<file path="config.mk">
export PLATFORM = sky130hd
export DESIGN_NAME = sram_burst_port
export DESIGN_NICKNAME = d
export VERILOG_FILES = /design/src/sram_port_pkg.sv /design/src/sram_write_fifo.sv /design/src/sram_burst_port.sv
export SDC_FILE = /design/constraint.sdc
export NUM_CORES = 1
export LEC_CHECK = 0
export BUFFER_PORTS_ARGS = -buffer_cell sky130_fd_sc_hd__buf_2
export CORE_MARGIN = 10
export CORE_UTILIZATION = 65
export CTS_BUF_LIST = sky130_fd_sc_hd__clkbuf_4 sky130_fd_sc_hd__clkbuf_8
export DETAILED_ROUTE_END_ITERATION = 6
export PLACE_DENSITY = 0.83
export RECOVER_POWER = 100
export REMOVE_ABC_BUFFERS = 1
export SLEW_MARGIN = 20
export SYNTH_ARGS = -nofsm -noshare
export SYNTH_HDL_FRONTEND = slang
export SYNTH_SLANG_ARGS = --single-unit
export TNS_END_PERCENT = 5
</file>
<file path="constraint.sdc">
create_clock -name CLK -period 12 [get_ports CLK]
set_clock_uncertainty 0.15 [all_clocks]
set_input_delay 1.8 -clock CLK [delete_from_list [all_inputs] [get_ports CLK]]
set_output_delay 1.8 -clock CLK [all_outputs]
set_load 0.02 [all_outputs]
</file>
<file path="src/sram_port_pkg.sv">
// Constants, widths and state type for the pipelined burst SRAM port.
// Assumes one 20 MHz clock; all timing is counted in cycles of it.
//
// Notes on behaviour
// - A burst steps only address bits 1:0 through four words; upper bits held.
// - Advance high holds the burst address; a write in that cycle rewrites the same word with new data.
// - Either strobe latches the external address when selected; a processor strobe start is always a read, a controller strobe start a write if lanes are enabled.
// - Byte-write enable with every lane selected writes all lanes, as global write does.
// - Input registers are not kept over power-down; a fresh address follows waking.
// - After the fourth burst word the counter wraps to the burst start.
// - Order select high gives interleaved (start xor count), low gives linear order.
// - Any mix of lanes is written: lanes whose select is low under byte-write enable.

package sram_port_pkg;

  localparam int ADDR_W        = 18;
  localparam int LANES         = 4;
  localparam int LANE_W        = 9;
  localparam int DATA_W        = LANES * LANE_W;
  localparam int MEM_AW        = 4;
  localparam int MEM_DEPTH     = 1 << MEM_AW;
  localparam int FIFO_DEPTH    = 8;
  localparam int FIFO_W        = MEM_AW + DATA_W + LANES;

  localparam logic [1:0]       BURST_CNT_RST  = 2'h0;
  localparam logic [LANES-1:0] LANES_ALL      = 4'hF;
  localparam logic [LANES-1:0] LANES_NONE     = 4'h0;
  localparam logic [DATA_W-1:0] DATA_RST      = 36'h0;
  localparam logic [ADDR_W-1:0] ADDR_RST      = 18'h0;

  // Timing in ns and derived cycle counts (least times round up)
  localparam int CLK_PERIOD_NS    = 50;
  localparam int SLEEP_RECOVER_NS = 100;
  localparam int SLEEP_MIN_NS     = 100;
  localparam int CFG_SETUP_NS     = 30;
  localparam int SLEEP_RECOVER_CYC_I =
    (SLEEP_RECOVER_NS + CLK_PERIOD_NS - 1) / CLK_PERIOD_NS;
  localparam int CFG_SETUP_CYC_I =
    (CFG_SETUP_NS + CLK_PERIOD_NS - 1) / CLK_PERIOD_NS;
  localparam logic [3:0] SLEEP_RECOVER_CYC = 4'(SLEEP_RECOVER_CYC_I);
  localparam logic [3:0] CFG_SETUP_CYC     = 4'(CFG_SETUP_CYC_I);
  localparam logic [3:0] WAKE_CNT_RST      = 4'h0;

  typedef enum {ST_IDLE, ST_BURST, ST_SLEEP, ST_WAKE} state_type;

endpackage : sram_port_pkg

</file>
<file path="src/sram_write_fifo.sv">
// Write queue between the port and the storage array.
// Assumes one clock; the drain side may stall, which fills the queue.
`timescale 1ns/1ps

module sram_write_fifo #(
  parameter int WIDTH = 44,
  parameter int DEPTH = 8
) (
  input  wire logic             clk,
  input  wire logic             reset,
  input  wire logic             in_valid,
  output logic                  in_ready,
  input  wire logic [WIDTH-1:0] in_data,
  output logic                  out_valid,
  input  wire logic             out_ready,
  output logic      [WIDTH-1:0] out_data
);

  localparam int PTR_W = $clog2(DEPTH);

  logic [WIDTH-1:0] slot_ff [DEPTH];
  logic [PTR_W-1:0] wr_ptr_ff;
  logic [PTR_W-1:0] rd_ptr_ff;
  logic [PTR_W:0]   count_ff;
  logic [PTR_W:0]   nxt_count;
  logic             in_ready_ff;
  logic             push;
  logic             pop;

  assign out_valid = (count_ff != '0);
  assign out_data  = slot_ff[rd_ptr_ff];
  assign in_ready  = in_ready_ff;
  assign push      = in_valid & in_ready_ff;
  assign pop       = out_valid & out_ready;

  always_comb
  begin
    nxt_count = count_ff;
    if (push && !pop)
    begin
      nxt_count = count_ff + 1'b1;
    end
    else if (pop && !push)
    begin
      nxt_count = count_ff - 1'b1;
    end
  end

  always_ff @(posedge clk or posedge reset)
  begin
    if (reset)
    begin
      count_ff    <= '0;
      in_ready_ff <= 1'b1;
    end
    else
    begin
      count_ff    <= nxt_count;
      in_ready_ff <= (nxt_count != (PTR_W+1)'(DEPTH));
    end
  end

  always_ff @(posedge clk or posedge reset)
  begin
    if (reset)
    begin
      wr_ptr_ff <= '0;
      rd_ptr_ff <= '0;
    end
    else
    begin
      if (push)
      begin
        wr_ptr_ff <= (wr_ptr_ff == (PTR_W)'(DEPTH - 1)) ? '0 : wr_ptr_ff + 1'b1;
      end
      if (pop)
      begin
        rd_ptr_ff <= (rd_ptr_ff == (PTR_W)'(DEPTH - 1)) ? '0 : rd_ptr_ff + 1'b1;
      end
    end
  end

  always_ff @(posedge clk)
  begin
    if (push)
    begin
      slot_ff[wr_ptr_ff] <= in_data;
    end
  end

endmodule : sram_write_fifo

</file>
<file path="src/sram_burst_port.sv">
// Synchronous port of a pipelined burst SRAM with flip-flop storage.
// Assumes all inputs synchronous to CLK; data pins split into in/out/enable.
`timescale 1ns/1ps

module sram_burst_port (
  input  wire logic                               CLK,
  input  wire logic                               RESET,
  input  wire logic [sram_port_pkg::ADDR_W-1:0]   ADDR,
  input  wire logic                               CHIP_EN_N,
  input  wire logic                               SELECT_HI,
  input  wire logic                               SELECT_LO_N,
  input  wire logic                               PROC_ADDR_STROBE_N,
  input  wire logic                               CTRL_ADDR_STROBE_N,
  input  wire logic                               BURST_ADVANCE_N,
  input  wire logic                               GLOBAL_WRITE_N,
  input  wire logic                               BYTE_WRITE_EN_N,
  input  wire logic [sram_port_pkg::LANES-1:0]    BYTE_LANE_SEL_N,
  input  wire logic                               BURST_ORDER_SEL_N,
  input  wire logic                               SLEEP_REQ,
  input  wire logic [sram_port_pkg::DATA_W-1:0]   DQ_I,
  output logic      [sram_port_pkg::DATA_W-1:0]   DQ_O,
  output logic                                    DQ_OE,
  output logic                                    WRITE_READY,
  output logic                                    SLEEPING
);

  sram_port_pkg::state_type            state_ff;
  sram_port_pkg::state_type            nxt_state;
  logic [sram_port_pkg::ADDR_W-1:0]    base_ff;
  logic [sram_port_pkg::ADDR_W-1:0]    nxt_base;
  logic [1:0]                          cnt_ff;
  logic [1:0]                          nxt_cnt;
  logic [3:0]                          wake_cnt_ff;
  logic [sram_port_pkg::DATA_W-1:0]    dq_o_ff;
  logic                                dq_oe_ff;
  logic                                sleeping_ff;

  logic                                selected;
  logic                                proc_start;
  logic                                ctrl_start;
  logic [sram_port_pkg::LANES-1:0]     lane_wr;
  logic                                access;
  logic                                is_write;
  logic [sram_port_pkg::ADDR_W-1:0]    eff_addr;
  logic [sram_port_pkg::MEM_AW-1:0]    eff_idx;
  logic [sram_port_pkg::DATA_W-1:0]    rd_word;

  logic                                fifo_in_ready;
  logic                                fifo_out_valid;
  logic                                drain_ready;
  logic [sram_port_pkg::FIFO_W-1:0]    fifo_in_data;
  logic [sram_port_pkg::FIFO_W-1:0]    fifo_out_data;
  logic [sram_port_pkg::MEM_AW-1:0]    drain_idx;
  logic [sram_port_pkg::DATA_W-1:0]    drain_data;
  logic [sram_port_pkg::LANES-1:0]     drain_lanes;

  // Low two address bits for burst step
  function automatic logic [1:0] burst_low(input logic [1:0] start,
                                           input logic [1:0] step,
                                           input logic       interleave);
    logic [1:0] res;
    if (interleave)
    begin
      res = start ^ step;
    end
    else
    begin
      res = start + step;
    end
    return res;
  endfunction : burst_low

  assign selected   = !CHIP_EN_N && SELECT_HI && !SELECT_LO_N;
  // Processor strobe is ignored while chip enable is high
  assign proc_start = !PROC_ADDR_STROBE_N && !CHIP_EN_N;
  assign ctrl_start = !CTRL_ADDR_STROBE_N && !proc_start;

  // Write lanes: global write, or byte enable with per-lane selects
  always_comb
  begin
    if (!GLOBAL_WRITE_N)
    begin
      lane_wr = sram_port_pkg::LANES_ALL;
    end
    else if (!BYTE_WRITE_EN_N)
    begin
      lane_wr = ~BYTE_LANE_SEL_N;
    end
    else
    begin
      lane_wr = sram_port_pkg::LANES_NONE;
    end
  end

  // Cycle decode: start, deselect, continue or suspend
  always_comb
  begin
    nxt_state = state_ff;
    nxt_base  = base_ff;
    nxt_cnt   = cnt_ff;
    access    = 1'b0;
    is_write  = 1'b0;
    eff_addr  = base_ff;
    case (state_ff)
      sram_port_pkg::ST_SLEEP:
      begin
        if (!SLEEP_REQ)
        begin
          nxt_state = sram_port_pkg::ST_WAKE;
        end
      end
      sram_port_pkg::ST_WAKE:
      begin
        if (SLEEP_REQ)
        begin
          nxt_state = sram_port_pkg::ST_SLEEP;
        end
        else if (wake_cnt_ff >= sram_port_pkg::SLEEP_RECOVER_CYC)
        begin
          nxt_state = sram_port_pkg::ST_IDLE;
        end
      end
      sram_port_pkg::ST_IDLE,
      sram_port_pkg::ST_BURST:
      begin
        if (SLEEP_REQ)
        begin
          nxt_state = sram_port_pkg::ST_SLEEP;
        end
        else if ((proc_start || ctrl_start) && selected)
        begin
          nxt_state = sram_port_pkg::ST_BURST;
          nxt_base  = ADDR;
          nxt_cnt   = sram_port_pkg::BURST_CNT_RST;
          access    = 1'b1;
          eff_addr  = ADDR;
          is_write  = ctrl_start && (lane_wr != sram_port_pkg::LANES_NONE);
        end
        else if (proc_start || ctrl_start)
        begin
          nxt_state = sram_port_pkg::ST_IDLE;
        end
        else if (state_ff == sram_port_pkg::ST_BURST)
        begin
          if (!BURST_ADVANCE_N)
          begin
            nxt_cnt = cnt_ff + 1'b1;
          end
          access   = 1'b1;
          eff_addr = {base_ff[sram_port_pkg::ADDR_W-1:2],
                      burst_low(base_ff[1:0], nxt_cnt, BURST_ORDER_SEL_N)};
          is_write = (lane_wr != sram_port_pkg::LANES_NONE);
        end
      end
      default:
      begin
        nxt_state = sram_port_pkg::ST_IDLE;
      end
    endcase
  end

  assign eff_idx = eff_addr[sram_port_pkg::MEM_AW-1:0];

  always_ff @(posedge CLK or posedge RESET)
  begin
    if (RESET)
    begin
      state_ff <= sram_port_pkg::ST_IDLE;
    end
    else
    begin
      state_ff <= nxt_state;
    end
  end

  // Burst registers are cleared by sleep and are not kept across it
  always_ff @(posedge CLK or posedge RESET)
  begin
    if (RESET)
    begin
      base_ff <= sram_port_pkg::ADDR_RST;
      cnt_ff  <= sram_port_pkg::BURST_CNT_RST;
    end
    else if (nxt_state == sram_port_pkg::ST_SLEEP)
    begin
      base_ff <= sram_port_pkg::ADDR_RST;
      cnt_ff  <= sram_port_pkg::BURST_CNT_RST;
    end
    else
    begin
      base_ff <= nxt_base;
      cnt_ff  <= nxt_cnt;
    end
  end

  always_ff @(posedge CLK or posedge RESET)
  begin
    if (RESET)
    begin
      wake_cnt_ff <= sram_port_pkg::WAKE_CNT_RST;
      sleeping_ff <= 1'b0;
    end
    else
    begin
      sleeping_ff <= (nxt_state == sram_port_pkg::ST_SLEEP) ||
                     (nxt_state == sram_port_pkg::ST_WAKE);
      if (state_ff == sram_port_pkg::ST_WAKE)
      begin
        wake_cnt_ff <= wake_cnt_ff + 1'b1;
      end
      else
      begin
        wake_cnt_ff <= sram_port_pkg::WAKE_CNT_RST;
      end
    end
  end

  // Pipelined read: word on DQ from the edge that registers the address
  always_ff @(posedge CLK or posedge RESET)
  begin
    if (RESET)
    begin
      dq_o_ff  <= sram_port_pkg::DATA_RST;
      dq_oe_ff <= 1'b0;
    end
    else
    begin
      dq_oe_ff <= access && !is_write;
      if (access && !is_write)
      begin
        dq_o_ff <= rd_word;
      end
    end
  end

  assign fifo_in_data = {eff_idx, DQ_I, lane_wr};
  assign drain_idx    = fifo_out_data[sram_port_pkg::FIFO_W-1 -: sram_port_pkg::MEM_AW];
  assign drain_data   = fifo_out_data[sram_port_pkg::LANES +: sram_port_pkg::DATA_W];
  assign drain_lanes  = fifo_out_data[sram_port_pkg::LANES-1:0];
  // Array has one port; a read in this cycle stalls the drain
  assign drain_ready  = !(access && !is_write);

  sram_write_fifo #(
    .WIDTH (sram_port_pkg::FIFO_W),
    .DEPTH (sram_port_pkg::FIFO_DEPTH)
  ) u_wr_fifo (
    .clk       (CLK),
    .reset     (RESET),
    .in_valid  (access && is_write),
    .in_ready  (fifo_in_ready),
    .in_data   (fifo_in_data),
    .out_valid (fifo_out_valid),
    .out_ready (drain_ready),
    .out_data  (fifo_out_data)
  );

  genvar lane;
  generate
    for (lane = 0; lane < sram_port_pkg::LANES; lane++)
    begin : g_lane
      logic [sram_port_pkg::LANE_W-1:0] lane_mem_ff [sram_port_pkg::MEM_DEPTH];

      assign rd_word[lane*sram_port_pkg::LANE_W +: sram_port_pkg::LANE_W] =
        lane_mem_ff[eff_idx];

      always_ff @(posedge CLK)
      begin
        if (fifo_out_valid && drain_ready && drain_lanes[lane])
        begin
          lane_mem_ff[drain_idx] <=
            drain_data[lane*sram_port_pkg::LANE_W +: sram_port_pkg::LANE_W];
        end
      end
    end
  endgenerate

  assign DQ_O        = dq_o_ff;
  assign DQ_OE       = dq_oe_ff;
  assign WRITE_READY = fifo_in_ready;
  assign SLEEPING    = sleeping_ff;

endmodule : sram_burst_port

</file>
==> flow_summary.ini, run 1 <==
[synth]
synthFlopType = edfxtp_1
ys_ff_latch = 1019
synthXorXnorAreaFrac_pct = 0.211
muxShareOfSynthArea_pct = 12.2
syn_avg_cell_area_um2 = 17.0
synth_top_family_by_area = multiplexers
netlist-cell-type-count = 65
synth_edf_count = 928
seq_area_frac_synth_pct = 75.7
synth-adder-area-share_pct = 0.283
synth-async-reset-ratio_pct = 8.93
synth_compound_area_share_pct = 1.98
syn_area_um2 = 39800
ys_warn_count = 0
yosys.area_share.simple_pct = 7.87
syn_inst = 2347

[sta]
hold_viol_final = 0
period_share_pct = 71.2
setup_slack_ps = 3460
max_freq_ghz = 0.117
setup_viol = 0
rsz0062_at_grt = no
min_period_ps = 8540
drv_slew = 630
slew_headroom_pct = -147
worst_pin_slew_ps = 3700
finalSetupTns_ps = 0

[clock_network]
cts_setup_buffers = 0
htree_levels = 4
ctsResizeCount = 0
clk_latency_ps = 790
cts_tree = done
clock_sinks = 1019
cts_made_buffers = 151
ctsHoldBuffers = 0
cts-root-buf = clkbuf_8
clockBufferDepth = 3
clk_pin_slew_worst_paths_ps = 60

[critical_path]
rr_worst_depth = 11
path_cells = clkbuf_1 -> xnor2_1 -> ha_1 -> or3_1 -> a211o_1 -> nand2_4 -> buf_12 -> clkinvlp_2 -> buf_4 -> nand2_1 -> nand3_1 -> nand3_1 -> a31oi_1
r2r-start = state_ff[10]
crit_path_top_delay_cell = clkinvlp_2
worst-r2r-setup-slack_ps = 3970
crit_top_cell = nand3_1
rr_endpoint = DQ_O[24]
crit_type = in2reg
worstSetupStartpointType = input port
critical_path.endpoint_type = flop
cp.required_ps = 12520
cpPeakStageDelay_ps = 2730
cp.arrival_ps = 9060
critPathMaxFanout = 109

[min_path]
hold_path_class = reg2reg
hp-start = wake_cnt_ff[0]
hold_path_depth = 1
hold_path_end = wake_cnt_ff[0]

[floorplan]
row_count = 90
initial_core_util_pct = 65.8
die_h_um = 267
core-area_um2 = 60500
die-area_um2 = 71600
die_w_um = 267
io_pins = 109

[placement]
port_buffers = 94
place_area_um2 = 41000
dp.final_hpwl_um = 49000
dp.cells = 3157
gp_congestion = 0.816
dp_slack_ps = 5270

[route]
num_vias = 21700
drc = 0
avgViaCountPerCell = 6.31
drtPass1Iterations = 7
wl_per_cell_um = 24.9
routed_wl_um = 85400
antenna_left = 0
drt_iter0_drc = 2326

[global_routing]
grt_pass1_vias = 22200
grt_max_degree = 151
grt_pass1_wl_um = 129000
grt_overflow = 0
grt_use_total_pct = 24.1
antenna_found_initial = 6

[finish]
final_cell_mix = 928 x edfxtp_1, 315 x nand2_1, 234 x mux2i_1, 207 x nand3_1, 165 x clkbuf_8
finalNonFillerCells = 3436
utilization_pct = 72.4
multiInputGateArea_um2 = 9090
nets = 2607
area_delta_synth_final_pct = 9.99
seq_area_um2 = 30200
final_common_cell = edfxtp_1
num-fill-cells = 3387
stdcell_area_um2 = 43800
drive_gt1_share_pct = 15.0

[flow_run]
cap_violations = 14

[pwr]
p_leak_nw = 14.4
vdd_drop_max_mv = 0.0947
p_per_area_nw_per_um2 = 153

[run_status]
outcome = finished with violations
violations = max-capacitance violations, max-slew violations
-- cell families after synthesis --
kind of cell	count (synthesis)
AND/OR/NAND/NOR	703
multiplexers	368
buffers and inverters	131
AO/OA/AOI/OAI	108
adder cells (fa/ha/maj)	9
other	1
XOR/XNOR	8
flip-flops	1019
-- worst max path at each step --
stage | startpoint | end | slack (ps) | cells past startpoint
global placement | BURST_ADVANCE_N | DQ_O[4] | 5380 | 12
detailed placement | BURST_ADVANCE_N | DQ_O[7] | 5270 | 12
global route | BURST_ADVANCE_N | DQ_O[19] | 3050 | 13
finish | BURST_ADVANCE_N | DQ_O[24] | 3460 | 13
floorplan | BURST_ADVANCE_N | DQ_O[11] | -4540 | 10
CTS | BURST_ADVANCE_N | DQ_O[2] | 6140 | 12
-- cell type report --
| cell class | instances | area share, % |
|---|---|---|
| inverters | 11 | 0.129 |
| flip-flops and latches | 1019 | 68.8 |
| repair buffers | 119 | 1.20 |
| clock buffers | 229 | 6.28 |
| well taps | 782 | 2.23 |
| multi-input cells | 1226 | 20.8 |
| diodes | 3 | 0.0171 |
| clock inverters | 47 | 0.526 |
-- flip-flops by register name, summed over array words and instances, names as in the netlist, 2 cells and up --
signal	count
DQ_O	36
u_wr_fifo.slot_ff	352
cnt_ff	2
g_lane.lane_mem_ff	576
u_wr_fifo.count_ff	4
u_wr_fifo.rd_ptr_ff	3
wake_cnt_ff	4
u_wr_fifo.wr_ptr_ff	3
state_ff	32
base_ff	4
-- Yosys cell counts, types with 2 or more instances --
master	instances	share of area, %
dfrtp_1	90	5.7
nor2_1	128	1.2
ha_1	9	0.28
xnor2_1	6	0.13
or2_2	2	0.031
nor4_2	8	0.25
clkbuf_1	46	0.43
buf_4	11	0.21
mux2i_1	234	5.9
a22oi_1	2	0.038
nand3_1	207	2.6
mux2_2	46	1.3
a31oi_1	34	0.53
buf_6	5	0.14
o21ai_1	2	0.025
nor3_1	4	0.050
mux4_2	88	5.0
edfxtp_1	928	70
nand2_1	317	3.0
and2_1	4	0.063
buf_2	47	0.59
or3_1	2	0.031
nor2b_1	3	0.047
o21ai_0	8	0.10
buf_12	4	0.20
inv_1	9	0.085
a221oi_1	36	0.79
nor4_1	2	0.031
nor3b_1	7	0.13
nand2b_1	4	0.063
nand3b_1	4	0.075
buf_1	7	0.066
a21oi_1	10	0.13
nand4_2	2	0.063
-- report_power, final --
group / switching, mW / total (mW) / leakage [nW] / internal [mW]
Sequential: 0.0123 / 3.89 / 9.62 / 3.88
Combinational: 0.0610 / 0.0796 / 3.15 / 0.0186
Clock: 1.26 / 2.72 / 1.59 / 1.46
-- stage by stage --
stage                     power (mW)  hold WS [ps]
after global routing            6.88           375
after CTS                       6.73           355
after global placement          4.04           316
after floorplan                 4.00           304
final                           6.69           349
after detailed placement        4.05           347
-- critical path: cells and delay by family --
family / cells / cell delay, ps
buffers and inverters: 4 / 4690
and+or+nand+nor: 5 / 1480
AOI/OAI and AO/OA: 2 / 410
adders and majority gates: 1 / 260
xor gates and xnor gates: 1 / 200
-- metal layers --
layer  vias up  track usage (%)  wire (µm)
li1       9395                -          -
met1     10900             30.5      31800
met2      1183             40.2      43100
met3       204             5.03       7790
met4         8             10.6       2730
met5         -                0         40
(Power assumes the default switching activity.)
==> inputs of run 2 (changes only) <==
--- a/config.mk
+++ b/config.mk
@@ -7,10 +7,10 @@
 export LEC_CHECK = 0
 export BUFFER_PORTS_ARGS = -buffer_cell sky130_fd_sc_hd__buf_2
 export CORE_MARGIN = 10
-export CORE_UTILIZATION = 65
+export CORE_UTILIZATION = 58
 export CTS_BUF_LIST = sky130_fd_sc_hd__clkbuf_4 sky130_fd_sc_hd__clkbuf_8
 export DETAILED_ROUTE_END_ITERATION = 6
-export PLACE_DENSITY = 0.83
+export PLACE_DENSITY = 0.78
 export RECOVER_POWER = 100
 export REMOVE_ABC_BUFFERS = 1
 export SLEW_MARGIN = 20
==> constraint.sdc (replaced) <==
create_clock -name CLK -period 7.2 [get_ports CLK]
set_clock_uncertainty 0.15 [all_clocks]
set_input_delay 1.08 -clock CLK [delete_from_list [all_inputs] [get_ports CLK]]
set_output_delay 1.08 -clock CLK [all_outputs]
set_load 0.02 [all_outputs]
==> flow_summary.ini, run 2 (same netlist as run 1, synthesis figures left out) <==
[clock_network]
clk_latency_ps = 820
cts_made_buffers = 153
ctsResizeCount = 0
clock_sinks = 1019
cts_tree = done
clockBufferDepth = 3
htree_levels = 4
cts-root-buf = clkbuf_8
cts_setup_buffers = 0
clk_pin_slew_worst_paths_ps = 60
ctsHoldBuffers = 0

[finish]
regMostFlops = g_lane.lane_mem_ff
largest_reg_flops = 576
drive_gt1_share_pct = 15.4
final_common_cell = edfxtp_1
final_cell_mix = 928 x edfxtp_1, 315 x nand2_1, 234 x mux2i_1, 207 x nand3_1, 165 x clkbuf_8
area_delta_synth_final_pct = 11.0
finalNonFillerCells = 3548
utilization_pct = 64.6
nets = 2610
stdcell_area_um2 = 44200

[min_path]
hold_path_class = reg2reg
hp-start = wake_cnt_ff[0]

[placement]
gp_congestion = 0.804
place_area_um2 = 41200
dp.cells = 3257
dp.final_hpwl_um = 49400
port_buffers = 94
dp_slack_ps = 2070

[floorplan]
initial_core_util_pct = 58.3
die_w_um = 282
row_count = 96
die_h_um = 282
io_pins = 109
core-area_um2 = 68300
die-area_um2 = 79500

[route]
drc = 0
drt_iter0_drc = 2276
avgViaCountPerCell = 6.06
antenna_left = 0
wl_met3_um = 7350
routed_wl_um = 85900
num_vias = 21500
drt-met1-wl_um = 32200
wl_per_cell_um = 24.2
met2WireLength_um = 43800
drtPass1Iterations = 6
dr.max_layer_used = met5

[critical_path]
crit_path_top_delay_cell = clkbuf_1
path_cells = nor4_1 -> nand4_1 -> o31ai_1 -> nand2_4 -> inv_6 -> clkbuf_1 -> nand2_1 -> nand3_1 -> nand3_1 -> a31oi_1
critPathMaxFanout = 106
crit_top_cell = nand3_1
worstSetupStartpointType = flop
cp.arrival_ps = 5880
cp.required_ps = 7760
r2r-start = state_ff[18]
cpPeakStageDelay_ps = 1390
crit_type = reg2reg
setup.worst_path.start = state_ff[18]
critical_path.endpoint_type = flop

[sta]
rsz0062_at_grt = no
period_share_pct = 73.8
hold_viol_final = 0
setup_viol = 0
slew_headroom_pct = -104
drv_slew = 235
worst_pin_slew_ps = 3060
finalSetupTns_ps = 0
whs_ps = 344
setup_slack_ps = 1880
max_freq_ghz = 0.188
min_period_ps = 5320

[run_status]
violations = max-capacitance violations, max-slew violations
outcome = finished with violations

[pwr]
finalPower_mw = 11.4
combPwrFrac_pct = 1.2
power_frac_seq_pct = 56.8
p_leak_nw = 14.5
switching_share_pct = 19.9
p_switching_mw = 2.28
p_int_mw = 9.14
clock_power_share_pct = 42.1
p_per_area_nw_per_um2 = 258
vdd_drop_max_mv = 0.196

[global_routing]
grt_pass1_vias = 22300
grt_use_total_pct = 21.9
grt_max_degree = 139
antenna_found_initial = 8
grt_overflow = 0
grt_pass1_wl_um = 130000

[flow_run]
cap_violations = 7
## run 2: changes by cell type in the layout (fill, tap and decap cells not counted), moves of 2 or more
cell / delta
mux2_1: +2
buf_2: +4
clkinv_1: +3
mux2_2: -2
buf_4: +2
clkbuf_4: -19
bufinv_16: +8
clkbuf_1: -8
clkinv_2: +17
diode_2: +3
## run 2: critical path: cells and delay by family, from the launching register on
kind / cells / cell delay, ps
compound gates: 2 / 740
buf+inv: 2 / 2250
flops: 1 / 360
simple gates: 6 / 1660
## run 2: metal layers
metal  global-route usage, %  vias up
met1                    27.1    10800
met4                    8.52       10
li1                        -     9412
met3                    5.00      195
met2                    37.2     1080
met5                       0        -
## run 2: area by class of cell
cell class                      instances  area, µm²
Sequential cell                      1019      30200
Fill cell                            4472      24200
Multi-Input combinational cell       1226       9100
Clock buffer                          210       2610
Tap cell                              882       1100
Timing Repair Buffer                  120        589
Clock inverter                         74        559
Inverter                               11       60.1
Antenna cell                            6       15.0
## run 2: final timing paths
| kind | end | slack [ps] | cells after the start |
|---|---|---|---|
| worst max-delay path | DQ_O[8] | 1880 | 10 |
| worst max register to register | DQ_O[8] | 1880 | 10 |
| worst min register to register | wake_cnt_ff[0] | 340 | 1 |
| max in group asynchronous | state_ff[0] | 2200 | 3 |
| min in group asynchronous | wake_cnt_ff[1] | 930 | 2 |
| worst min-delay path | wake_cnt_ff[0] | 340 | 1 |
## run 2: power groups by stage
stage | registers, mW | logic, mW | clock network (mW)
after detailed placement | 6.60 | 0.141 | 0
after floorplan | 6.60 | 0.0662 | 0
after CTS | 6.48 | 0.142 | 4.86
after global routing | 6.48 | 0.149 | 5.15
after global placement | 6.60 | 0.132 | 0
final | 6.48 | 0.133 | 4.80
